==> config.mk <==
export PLATFORM = sky130hd
export DESIGN_NAME = ceh_error_unit
export DESIGN_NICKNAME = d
export VERILOG_FILES = /design/src/ceh_pkg.sv /design/src/ceh_low_pick.sv /design/src/ceh_error_unit.sv
export SDC_FILE = /design/constraint.sdc
export NUM_CORES = 1
export LEC_CHECK = 0
export BUFFER_PORTS_ARGS = -buffer_cell sky130_fd_sc_hd__buf_4
export CAP_MARGIN = 5
export CORE_ASPECT_RATIO = 0.9
export CORE_UTILIZATION = 55
export DETAILED_ROUTE_END_ITERATION = 7
export PLACE_DENSITY = 0.85
export SLEW_MARGIN = 20
export SYNTH_ARGS = -nofsm -noshare
export SYNTH_HDL_FRONTEND = slang
export SYNTH_SLANG_ARGS = --single-unit
==> constraint.sdc <==
create_clock -name mclk -period 5.1 [get_ports mclk]
set_clock_uncertainty 0.1 [all_clocks]
set_input_delay 0.255 -clock mclk [delete_from_list [all_inputs] [get_ports mclk]]
set_output_delay 0.255 -clock mclk [all_outputs]
set_load 0.02 [all_outputs]
==> src/ceh_pkg.sv <==
// Shared constants for the command error handling block
package ceh_pkg;

  // ----------------------------------------------------------------
  // Register bus
  // ----------------------------------------------------------------
  localparam int          ADDR_W       = 8;
  localparam logic [7:0]  REG_CTRL     = 8'h00;
  localparam logic [7:0]  REG_STATE    = 8'h04;
  localparam logic [7:0]  REG_ERRCNT   = 8'h08;
  localparam logic [7:0]  REG_ATOMIC   = 8'h0C;
  localparam logic [7:0]  REG_LASTSTAT = 8'h10;
  localparam logic [1:0]  RESP_OKAY    = 2'h0;
  localparam logic [1:0]  RESP_SLVERR  = 2'h2;

  // ----------------------------------------------------------------
  // Field positions and reset values
  // ----------------------------------------------------------------
  localparam int          CTRL_STOP_RD   = 0;
  localparam int          CTRL_STOP_WR   = 1;
  localparam int          CTRL_FATAL_EN  = 2;
  localparam int          CTRL_W         = 3;
  localparam logic [2:0]  CTRL_RESET     = 3'h4;
  localparam int          ST_FATAL       = 0;
  localparam int          ST_HOST_ABORT  = 1;
  localparam logic [15:0] ATOMIC_RESET   = 16'h0001;

  // ----------------------------------------------------------------
  // Error sources, index order equals ascending status code
  // ----------------------------------------------------------------
  localparam int ERR_XFER     = 0;
  localparam int ERR_INTERNAL = 1;
  localparam int ERR_SQDEL    = 2;
  localparam int ERR_WRFAULT  = 3;
  localparam int ERR_RDUNREC  = 4;
  localparam int ERR_GUARD    = 5;
  localparam int ERR_APPTAG   = 6;
  localparam int ERR_N        = 7;
  localparam int ERR_IDX_W    = 3;
  localparam int STAT_W       = 11;

  // Status = {type[2:0], code[7:0]}
  localparam logic [STAT_W-1:0] STAT_OK = 11'h000;
  localparam logic [STAT_W-1:0] STAT_TABLE [ERR_N] = '{
    11'h004, 11'h006, 11'h008, 11'h280, 11'h281, 11'h282, 11'h283};

  localparam int ID_W  = 16;
  localparam int BLK_W = 16;
  localparam int CNT_W = 16;

endpackage : ceh_pkg

==> src/ceh_low_pick.sv <==
// Lowest-index set bit picker
`timescale 1ns/10ps
`default_nettype none
module ceh_low_pick #(
  parameter int N   = 7,
  parameter int IDX = 3
) (
  input  wire logic [N-1:0]   reqVec,
  output logic                anyHit,
  output logic [IDX-1:0]      lowIdx
);
  always_comb begin
    anyHit = 1'b0;
    lowIdx = '0;
    for (int i = N - 1; i >= 0; i--) begin
      if (reqVec[i]) begin
        anyHit = 1'b1;
        lowIdx = IDX'(i);
      end
    end
  end
endmodule : ceh_low_pick
`default_nettype wire

==> src/ceh_error_unit.sv <==
// Command error handling unit with AXI4-Lite register slave
//
// Behaviour
// - SQ delete aborts outstanding commands, frees resources
// - Keep processing; completion carries retry indication
// - Media failure completes with media status code
// - Read error: stop or finish DMA, error
// - Write error: stop or finish DMA
// - Small failed write keeps old data
// - Large failed write may return either data
// - Limited-retry setting selects recovery effort
// - Host memory fault halts command, needs host
// - Bad host pointer aborts with transfer error
// - Internal failures report lowest status code
// - Completion posting impossible sets fatal flag
// - Fatal flag raises no interrupt
`timescale 1ns/10ps
`default_nettype none
module ceh_error_unit
  import ceh_pkg::*;
#(
  parameter int ID_BITS = ceh_pkg::ID_W
) (
  input  wire logic                       mclk,
  input  wire logic                       rst_b,
  input  wire logic                       ce,
  input  wire logic [ceh_pkg::ADDR_W-1:0] s_axi_awaddr,
  input  wire logic                       s_axi_awvalid,
  output logic                            s_axi_awready,
  input  wire logic [31:0]                s_axi_wdata,
  input  wire logic [3:0]                 s_axi_wstrb,
  input  wire logic                       s_axi_wvalid,
  output logic                            s_axi_wready,
  output logic [1:0]                      s_axi_bresp,
  output logic                            s_axi_bvalid,
  input  wire logic                       s_axi_bready,
  input  wire logic [ceh_pkg::ADDR_W-1:0] s_axi_araddr,
  input  wire logic                       s_axi_arvalid,
  output logic                            s_axi_arready,
  output logic [31:0]                     s_axi_rdata,
  output logic [1:0]                      s_axi_rresp,
  output logic                            s_axi_rvalid,
  input  wire logic                       s_axi_rready,
  input  wire logic                       errReport,
  input  wire logic                       cmdDone,
  input  wire logic [ID_BITS-1:0]         cmdId,
  input  wire logic                       cmdIsWrite,
  input  wire logic [ceh_pkg::BLK_W-1:0]  cmdBlocks,
  input  wire logic                       cmdLimRetry,
  input  wire logic [ceh_pkg::ERR_N-1:0]  errVec,
  input  wire logic                       sqDelReq,
  input  wire logic                       cqDelReq,
  input  wire logic [ID_BITS-1:0]         delQid,
  input  wire logic                       cplPostFail,
  output logic                            cplValid,
  output logic [ID_BITS-1:0]              cplCmdId,
  output logic [ceh_pkg::STAT_W-1:0]      cplStatus,
  output logic                            cplRetry,
  output logic                            dmaStop,
  output logic                            keepOldData,
  output logic                            recoverFull,
  output logic                            haltCmd,
  output logic                            sqAbortAll,
  output logic                            queueFree,
  output logic [ID_BITS-1:0]              freeQid,
  output logic                            fatalFaultFlag
);
  import ceh_pkg::*;

  // ----------------------------------------------------------------
  // Register bus state
  // ----------------------------------------------------------------
  logic                 awHeld_ff, nxt_awHeld;
  logic                 wHeld_ff, nxt_wHeld;
  logic [ADDR_W-1:0]    awAddr_ff, nxt_awAddr;
  logic [31:0]          wData_ff, nxt_wData;
  logic [3:0]           wStrb_ff, nxt_wStrb;
  logic                 bValid_ff, nxt_bValid;
  logic [1:0]           bResp_ff, nxt_bResp;
  logic                 rValid_ff, nxt_rValid;
  logic [31:0]          rData_ff, nxt_rData;
  logic [1:0]           rResp_ff, nxt_rResp;
  logic [CTRL_W-1:0]    ctrl_ff, nxt_ctrl;
  logic [BLK_W-1:0]     atomic_ff, nxt_atomic;

  // ----------------------------------------------------------------
  // Error handling state
  // ----------------------------------------------------------------
  logic                 fatal_ff, nxt_fatal;
  logic                 hostAbort_ff, nxt_hostAbort;
  logic [CNT_W-1:0]     errCnt_ff, nxt_errCnt;
  logic [STAT_W-1:0]    lastStat_ff, nxt_lastStat;
  logic [ERR_N-1:0]     pendErr_ff, nxt_pendErr;
  logic                 cplValid_ff, nxt_cplValid;
  logic [ID_BITS-1:0]   cplCmdId_ff, nxt_cplCmdId;
  logic [STAT_W-1:0]    cplStatus_ff, nxt_cplStatus;
  logic                 cplRetry_ff, nxt_cplRetry;
  logic                 dmaStop_ff, nxt_dmaStop;
  logic                 keepOld_ff, nxt_keepOld;
  logic                 recoverFull_ff, nxt_recoverFull;
  logic                 halt_ff, nxt_halt;
  logic                 sqAbort_ff, nxt_sqAbort;
  logic                 qFree_ff, nxt_qFree;
  logic [ID_BITS-1:0]   freeQid_ff, nxt_freeQid;

  logic                 doWrite;
  logic                 ctrlHit;
  logic                 stateHit;
  logic [ERR_N-1:0]     allErr;
  logic                 anyErr;
  logic [ERR_IDX_W-1:0] lowIdx;

  function automatic logic [31:0] mergeBytes(input logic [31:0] oldV,
                                             input logic [31:0] newV,
                                             input logic [3:0]  strb);
    logic [31:0] res;
    res = oldV;
    for (int b = 0; b < 4; b++) begin
      if (strb[b]) begin
        res[8*b +: 8] = newV[8*b +: 8];
      end
    end
    return res;
  endfunction : mergeBytes

  // ----------------------------------------------------------------
  // AXI4-Lite slave
  // ----------------------------------------------------------------
  assign doWrite  = awHeld_ff && wHeld_ff && !bValid_ff;
  assign ctrlHit  = doWrite && (awAddr_ff == REG_CTRL);
  assign stateHit = doWrite && (awAddr_ff == REG_STATE);

  always_comb begin
    logic [31:0] merged;
    merged     = '0;
    nxt_awHeld = awHeld_ff;
    nxt_wHeld  = wHeld_ff;
    nxt_awAddr = awAddr_ff;
    nxt_wData  = wData_ff;
    nxt_wStrb  = wStrb_ff;
    nxt_bValid = bValid_ff;
    nxt_bResp  = bResp_ff;
    nxt_rValid = rValid_ff;
    nxt_rData  = rData_ff;
    nxt_rResp  = rResp_ff;
    nxt_ctrl   = ctrl_ff;
    nxt_atomic = atomic_ff;
    // Address and data are caught independently, in either order
    if (s_axi_awvalid && !awHeld_ff) begin
      nxt_awHeld = 1'b1;
      nxt_awAddr = s_axi_awaddr;
    end
    if (s_axi_wvalid && !wHeld_ff) begin
      nxt_wHeld = 1'b1;
      nxt_wData = s_axi_wdata;
      nxt_wStrb = s_axi_wstrb;
    end
    if (doWrite) begin
      nxt_awHeld = 1'b0;
      nxt_wHeld  = 1'b0;
      nxt_bValid = 1'b1;
      nxt_bResp  = RESP_OKAY;
      unique case (awAddr_ff)
        REG_CTRL: begin
          merged   = mergeBytes({29'h0, ctrl_ff}, wData_ff, wStrb_ff);
          nxt_ctrl = merged[CTRL_W-1:0];
        end
        REG_ATOMIC: begin
          merged     = mergeBytes({16'h0, atomic_ff}, wData_ff, wStrb_ff);
          nxt_atomic = merged[BLK_W-1:0];
        end
        REG_STATE, REG_ERRCNT, REG_LASTSTAT: nxt_bResp = RESP_OKAY;
        default: nxt_bResp = RESP_SLVERR;
      endcase
    end
    if (bValid_ff && s_axi_bready) begin
      nxt_bValid = 1'b0;
    end
    if (rValid_ff && s_axi_rready) begin
      nxt_rValid = 1'b0;
    end else if (s_axi_arvalid && !rValid_ff) begin
      nxt_rValid = 1'b1;
      nxt_rResp  = RESP_OKAY;
      unique case (s_axi_araddr)
        REG_CTRL:     nxt_rData = {29'h0, ctrl_ff};
        REG_STATE:    nxt_rData = {30'h0, hostAbort_ff, fatal_ff};
        REG_ERRCNT:   nxt_rData = {16'h0, errCnt_ff};
        REG_ATOMIC:   nxt_rData = {16'h0, atomic_ff};
        REG_LASTSTAT: nxt_rData = {21'h0, lastStat_ff};
        default: begin
          nxt_rData = '0;
          nxt_rResp = RESP_SLVERR;
        end
      endcase
    end
  end

  always_ff @(posedge mclk or negedge rst_b) begin
    if (!rst_b) begin
      awHeld_ff <= 1'b0;
      wHeld_ff  <= 1'b0;
      awAddr_ff <= '0;
      wData_ff  <= '0;
      wStrb_ff  <= '0;
      bValid_ff <= 1'b0;
      bResp_ff  <= RESP_OKAY;
      rValid_ff <= 1'b0;
      rData_ff  <= '0;
      rResp_ff  <= RESP_OKAY;
      ctrl_ff   <= CTRL_RESET;
      atomic_ff <= ATOMIC_RESET;
    end else if (ce) begin
      awHeld_ff <= nxt_awHeld;
      wHeld_ff  <= nxt_wHeld;
      awAddr_ff <= nxt_awAddr;
      wData_ff  <= nxt_wData;
      wStrb_ff  <= nxt_wStrb;
      bValid_ff <= nxt_bValid;
      bResp_ff  <= nxt_bResp;
      rValid_ff <= nxt_rValid;
      rData_ff  <= nxt_rData;
      rResp_ff  <= nxt_rResp;
      ctrl_ff   <= nxt_ctrl;
      atomic_ff <= nxt_atomic;
    end
  end

  // Ready only while the slot is free and the clock runs, so a frozen cycle loses no beat
  always_comb begin
    s_axi_awready = ce && !awHeld_ff;
    s_axi_wready  = ce && !wHeld_ff;
    s_axi_arready = ce && !rValid_ff;
  end
  assign s_axi_bvalid = bValid_ff;
  assign s_axi_bresp  = bResp_ff;
  assign s_axi_rvalid = rValid_ff;
  assign s_axi_rdata  = rData_ff;
  assign s_axi_rresp  = rResp_ff;

  // ----------------------------------------------------------------
  // Error classification
  // ----------------------------------------------------------------
  assign allErr = pendErr_ff | errVec;

  ceh_low_pick #(
    .N   (ERR_N),
    .IDX (ERR_IDX_W)
  ) u_pick (
    .reqVec (allErr),
    .anyHit (anyErr),
    .lowIdx (lowIdx)
  );

  always_comb begin
    nxt_fatal       = fatal_ff;
    nxt_hostAbort   = hostAbort_ff;
    nxt_errCnt      = errCnt_ff;
    nxt_lastStat    = lastStat_ff;
    nxt_pendErr     = pendErr_ff;
    nxt_cplValid    = 1'b0;
    nxt_cplCmdId    = cplCmdId_ff;
    nxt_cplStatus   = cplStatus_ff;
    nxt_cplRetry    = cplRetry_ff;
    nxt_dmaStop     = 1'b0;
    nxt_keepOld     = keepOld_ff;
    nxt_recoverFull = !cmdLimRetry;
    nxt_halt        = 1'b0;
    nxt_sqAbort     = 1'b0;
    nxt_qFree       = 1'b0;
    nxt_freeQid     = freeQid_ff;
    if (errReport) begin
      nxt_pendErr = pendErr_ff | errVec;
      // DMA stop follows the software policy bit and always happens on a transfer error; otherwise the transfer finishes
      nxt_dmaStop = errVec[ERR_XFER]
                  | (cmdIsWrite ? ctrl_ff[CTRL_STOP_WR]
                                : ctrl_ff[CTRL_STOP_RD]);
      nxt_halt    = errVec[ERR_XFER];
    end
    if (cmdDone) begin
      nxt_pendErr   = '0;
      nxt_cplValid  = 1'b1;
      nxt_cplCmdId  = cmdId;
      nxt_cplStatus = anyErr ? STAT_TABLE[lowIdx] : STAT_OK;
      // No retry hope for bad pointers or when recovery was limited
      nxt_cplRetry  = anyErr && !allErr[ERR_XFER] && !cmdLimRetry;
      nxt_keepOld   = anyErr && cmdIsWrite && (cmdBlocks <= atomic_ff);
      if (anyErr) begin
        nxt_errCnt   = errCnt_ff + 1'b1;
        nxt_lastStat = STAT_TABLE[lowIdx];
      end
    end
    if (doWrite && (awAddr_ff == REG_ERRCNT)) begin
      nxt_errCnt = '0;
    end
    if (stateHit && wStrb_ff[0] && wData_ff[ST_HOST_ABORT]) begin
      nxt_hostAbort = 1'b0;
    end
    // Set wins over the software clear in the same cycle
    if ((errReport || cmdDone) && errVec[ERR_XFER]) begin
      nxt_hostAbort = 1'b1;
    end
    if (sqDelReq) begin
      nxt_sqAbort = 1'b1;
    end
    if (sqDelReq || cqDelReq) begin
      nxt_qFree   = 1'b1;
      nxt_freeQid = delQid;
    end
    // Sticky until reset; there is no interrupt path at all
    if (cplPostFail && ctrl_ff[CTRL_FATAL_EN]) begin
      nxt_fatal = 1'b1;
    end
  end

  always_ff @(posedge mclk or negedge rst_b) begin
    if (!rst_b) begin
      fatal_ff       <= 1'b0;
      hostAbort_ff   <= 1'b0;
      errCnt_ff      <= '0;
      lastStat_ff    <= STAT_OK;
      pendErr_ff     <= '0;
      cplValid_ff    <= 1'b0;
      cplCmdId_ff    <= '0;
      cplStatus_ff   <= STAT_OK;
      cplRetry_ff    <= 1'b0;
      dmaStop_ff     <= 1'b0;
      keepOld_ff     <= 1'b0;
      recoverFull_ff <= 1'b0;
      halt_ff        <= 1'b0;
      sqAbort_ff     <= 1'b0;
      qFree_ff       <= 1'b0;
      freeQid_ff     <= '0;
    end else if (ce) begin
      fatal_ff       <= nxt_fatal;
      hostAbort_ff   <= nxt_hostAbort;
      errCnt_ff      <= nxt_errCnt;
      lastStat_ff    <= nxt_lastStat;
      pendErr_ff     <= nxt_pendErr;
      cplValid_ff    <= nxt_cplValid;
      cplCmdId_ff    <= nxt_cplCmdId;
      cplStatus_ff   <= nxt_cplStatus;
      cplRetry_ff    <= nxt_cplRetry;
      dmaStop_ff     <= nxt_dmaStop;
      keepOld_ff     <= nxt_keepOld;
      recoverFull_ff <= nxt_recoverFull;
      halt_ff        <= nxt_halt;
      sqAbort_ff     <= nxt_sqAbort;
      qFree_ff       <= nxt_qFree;
      freeQid_ff     <= nxt_freeQid;
    end
  end

  assign cplValid       = cplValid_ff;
  assign cplCmdId       = cplCmdId_ff;
  assign cplStatus      = cplStatus_ff;
  assign cplRetry       = cplRetry_ff;
  assign dmaStop        = dmaStop_ff;
  assign keepOldData    = keepOld_ff;
  assign recoverFull    = recoverFull_ff;
  assign haltCmd        = halt_ff;
  assign sqAbortAll     = sqAbort_ff;
  assign queueFree      = qFree_ff;
  assign freeQid        = freeQid_ff;
  assign fatalFaultFlag = fatal_ff;

  // ----------------------------------------------------------------
  // Checks
  // ----------------------------------------------------------------
  a_sq_abort: assert property (@(posedge mclk) disable iff (!rst_b)
    ce && sqDelReq |=> sqAbortAll && queueFree && freeQid == $past(delQid))
    else $error("queue delete not acted on");
  a_cpl_follows: assert property (@(posedge mclk) disable iff (!rst_b)
    ce && cmdDone |=> cplValid && cplCmdId == $past(cmdId))
    else $error("completion missing");
  a_media_code: assert property (@(posedge mclk) disable iff (!rst_b)
    ce && cmdDone && pendErr_ff == '0 && errVec == 7'h10 |=> cplStatus == 11'h281)
    else $error("media status wrong");
  a_xfer_code: assert property (@(posedge mclk) disable iff (!rst_b)
    ce && cmdDone && errVec[ERR_XFER] |=> cplStatus == 11'h004 && !cplRetry)
    else $error("bad pointer status wrong");
  a_lowest_code: assert property (@(posedge mclk) disable iff (!rst_b)
    ce && cmdDone && allErr[ERR_INTERNAL] && !allErr[ERR_XFER] |=> cplStatus == 11'h006)
    else $error("internal not lowest");
  a_read_stop: assert property (@(posedge mclk) disable iff (!rst_b)
    ce && errReport && !cmdIsWrite && ctrl_ff[CTRL_STOP_RD] |=> dmaStop)
    else $error("read dma not stopped");
  a_atomic_keep: assert property (@(posedge mclk) disable iff (!rst_b)
    ce && cmdDone && cmdIsWrite && anyErr && cmdBlocks <= atomic_ff |=> keepOldData)
    else $error("atomic write not kept");
  a_fatal_set: assert property (@(posedge mclk) disable iff (!rst_b)
    ce && cplPostFail && ctrl_ff[CTRL_FATAL_EN] |=> fatalFaultFlag [*3])
    else $error("fatal flag not set");
  a_fatal_hold: assert property (@(posedge mclk) disable iff (!rst_b)
    $past(fatalFaultFlag) |-> fatalFaultFlag)
    else $error("fatal flag dropped");

endmodule : ceh_error_unit
`default_nettype wire

==> impl_metrics.toml <==
[status]
outcome = "completed"

[sta]
max_freq_ghz = 0.3816
setup_viol = 0
whs_ps = 13.73
min_period_over_period_pct = 51.39
tns_ps = 0
timing.final.ws_setup_ps = 2479
drv_slew = 0
slew_headroom_pct = 29.59
min_period_ps = 2621
tightest_slew_ps = 1054
rsz0062_at_grt = "no"
hold_viol_final = 0

[layout]
fin_area_mm2 = 0.009284
fin_nets = 998
seqCellArea_mm2 = 0.003556
syn_to_final_growth_pct = 38.64
fill_cells = 676
stdcell_count = 1027
multi_input_area_mm2 = 0.002849
fin_util_pct = 79.58
diodes = 0
drive_gt1_share_pct = 33.18

[synth]
yosysWarnings = 0
syn_area_mm2 = 0.006696
yosysSeqAreaShare_pct = 53.10
synth_async_sr_flop_share_pct = 100.0
synthFlopType = "dfrtp_1"
synth-edff-count = 0
synthCells = 620
synth.avg_cell_area_um2 = 10.80
synth.distinct_cells = 58
synth-seq-cells = 142

[cts]
numClockSinks = 142
cts_tree = "done"
h-tree-depth = 4
root_buffer = "clkbuf_16"
cts_buffer_depth = 2
cts_made_buffers = 17
worstSkewPairLatency_ps = 430
post-cts-setup-buffers = 0
clk_pin_slew_worst_paths_ps = 60

[die]
die_h_um = 106.7
fp.coreArea_mm2 = 0.01167
die_w_um = 118.3
initial_core_util_pct = 57.40
core.rowCount = 37
io_pins = 215
die_area_mm2 = 0.01262

[route]
firstDrtPassIters = 5
routed_wl_mm = 20.34
vias_per_cell = 5.760
drt_iter0_drc = 380
dr_total_vias = 5916
drc = 0
wire_per_inst_um = 19.80
ant_nets = 0

[placed_design]
placed_cell_area_mm2 = 0.008011
placed_cells = 926
place_ws_ps = 2258
portBuffers = 173
hpwl_mm = 12.19
gp_congestion = 0.8905

[pwr]
seq_power_share_pct = 43.9
pwr-share-comb_pct = 22.1
p_per_area_mw_per_mm2 = 384.1
sw_frac_of_total_pct = 30.69
finalPower_mw = 3.566
clkPwrFrac_pct = 34.1
internal_power_mw = 2.472
power_switching_mw = 1.094
p_leak_nw = 4.416
ir_worst_vdd_mv = 0.3681

[global_route]
grt_pass1_wl_mm = 32.24
antenna_found_initial = 0
grt_util_all_layers_pct = 33.96
grt_pass1_vias = 6197
overflow = 0
grt_max_degree = 88

[setup_path]
end_kind = "flip-flop"
cp.required_ps = 5330
reg2reg_to = "atomic_ff[4]"
worstSetupPathType = "primary input to flip-flop"
cp-start-kind = "primary input"
cp-startpoint = "errVec[5]"
reg2reg_from = "awAddr_ff[1]"
ff2ff_setup_slack_ps = 2540
cp_max_fo = 14
crit_arrival_ps = 2850
worstRegToRegCells = 5

[hold_path]
hold_end = "hostAbort_ff"
hold_start = "cmdDone"
min_delay_path_depth = 3
worstHoldPathType = "primary input to flip-flop"

[flow_run]
maxCapViolCount = 0
## final cells by class
type | count | area share (%)
clock inverter | 12 | 1.280
timing repair buffer | 245 | 21.74
clock buffer | 19 | 4.879
tap | 156 | 2.102
sequential | 142 | 38.30
multi-input combinational | 428 | 30.69
inverter | 25 | 1.011
## what timing repair did
item | 4_1_cts | 5_1_grt
hold buffers | 70 | 0
endpoints found under the setup margin | 0 | 0
gates resized for setup | 0 | 0
endpoints found under the hold margin | 153 | 0
## cell usage after synthesis, types with 4 or more instances
master,count,area (µm²)
nor3_1,7,35.03
inv_1,25,93.84
mux2i_1,12,120.1
o21ai_0,39,195.2
mux2_2,66,743.2
or3_1,4,25.02
nor2b_1,4,25.02
a21oi_1,24,120.1
or2_2,5,31.28
ha_1,17,212.7
a32o_1,4,40.04
nor2_1,28,105.1
clkbuf_1,16,60.06
a22oi_1,11,82.58
nand4_1,4,25.02
nand2_1,93,349.1
o31ai_1,7,52.55
nand3_1,21,105.1
nor4_1,5,31.28
dfrtp_1,140,3503
a21o_1,8,60.06
buf_4,25,187.7
## layer usage
| metal | vias up | wire, µm | share of wire, % | track usage (%) |
|---|---|---|---|---|
| li1 | 2623 | - | - | - |
| met1 | 2911 | 7444 | 37 | 37.59 |
| met2 | 306 | 10740 | 53 | 60.67 |
| met3 | 76 | 1284 | 6.3 | 8.032 |
| met4 | 0 | 872 | 4.3 | 18.59 |
| met5 | - | 0 | 0 | 0 |
## power groups by stage
stage / Combinational, mW / Clock (mW) / Sequential [mW]
after floorplan: 0.392 / 0 / 1.57
after global placement: 0.676 / 0 / 1.54
after detailed placement: 0.710 / 0 / 1.56
after CTS: 0.758 / 1.21 / 1.54
after global routing: 0.846 / 1.26 / 1.59
final: 0.787 / 1.21 / 1.56
## flip-flops by register name, indices dropped and copies added, names as in the netlist, 2 cells and up
register / flops
lastStat_ff: 5
cplStatus: 5
errCnt_ff: 16
s_axi_rdata: 16
ctrl_ff: 3
freeQid: 16
pendErr_ff: 7
cplCmdId: 16
awAddr_ff: 8
atomic_ff: 16
wStrb_ff: 2
wData_ff: 16
## placed cells by master, fill, tap and decap left out, drive strengths merged, types with 4 or more instances in the layout
cell,instances
buf,175
dfrtp,140
nand2,94
dlygate4sd3,70
mux2,66
o21ai,40
nor2,29
inv,26
a21oi,24
conb,23
nand3,23
clkbuf,19
ha,17
mux2i,12
a22oi,11
a21o,8
nor3,8
o31ai,7
clkinv,7
nor4,5
or2,5
nor2b,4
nand4,4
or3,4
a32o,4
or4,4
## kinds of logic after synthesis
logic type      synth area share [%]
mux                            12.89
other cells                  0.05600
simple gates                   14.39
buf+inv                        5.587
flops                          53.10
compound gates                 10.80
fa+ha+maj                      3.176
## worst max path at each step
stage | end | depth (start not counted)
global route | errCnt_ff[11] | 7
detailed placement | errCnt_ff[7] | 6
CTS | errCnt_ff[13] | 7
floorplan | atomic_ff[10] | 5
global placement | errCnt_ff[7] | 6
finish | errCnt_ff[11] | 7
## critical path, stage by stage
cell and delay, ps:
dlygate4sd3_1 540, buf_4 140, nor4_1 570, a41oi_1 540, a31oi_4 520, o21ai_0 180, o31ai_1 100
Note: power is estimated with default switching activity, not from simulation.
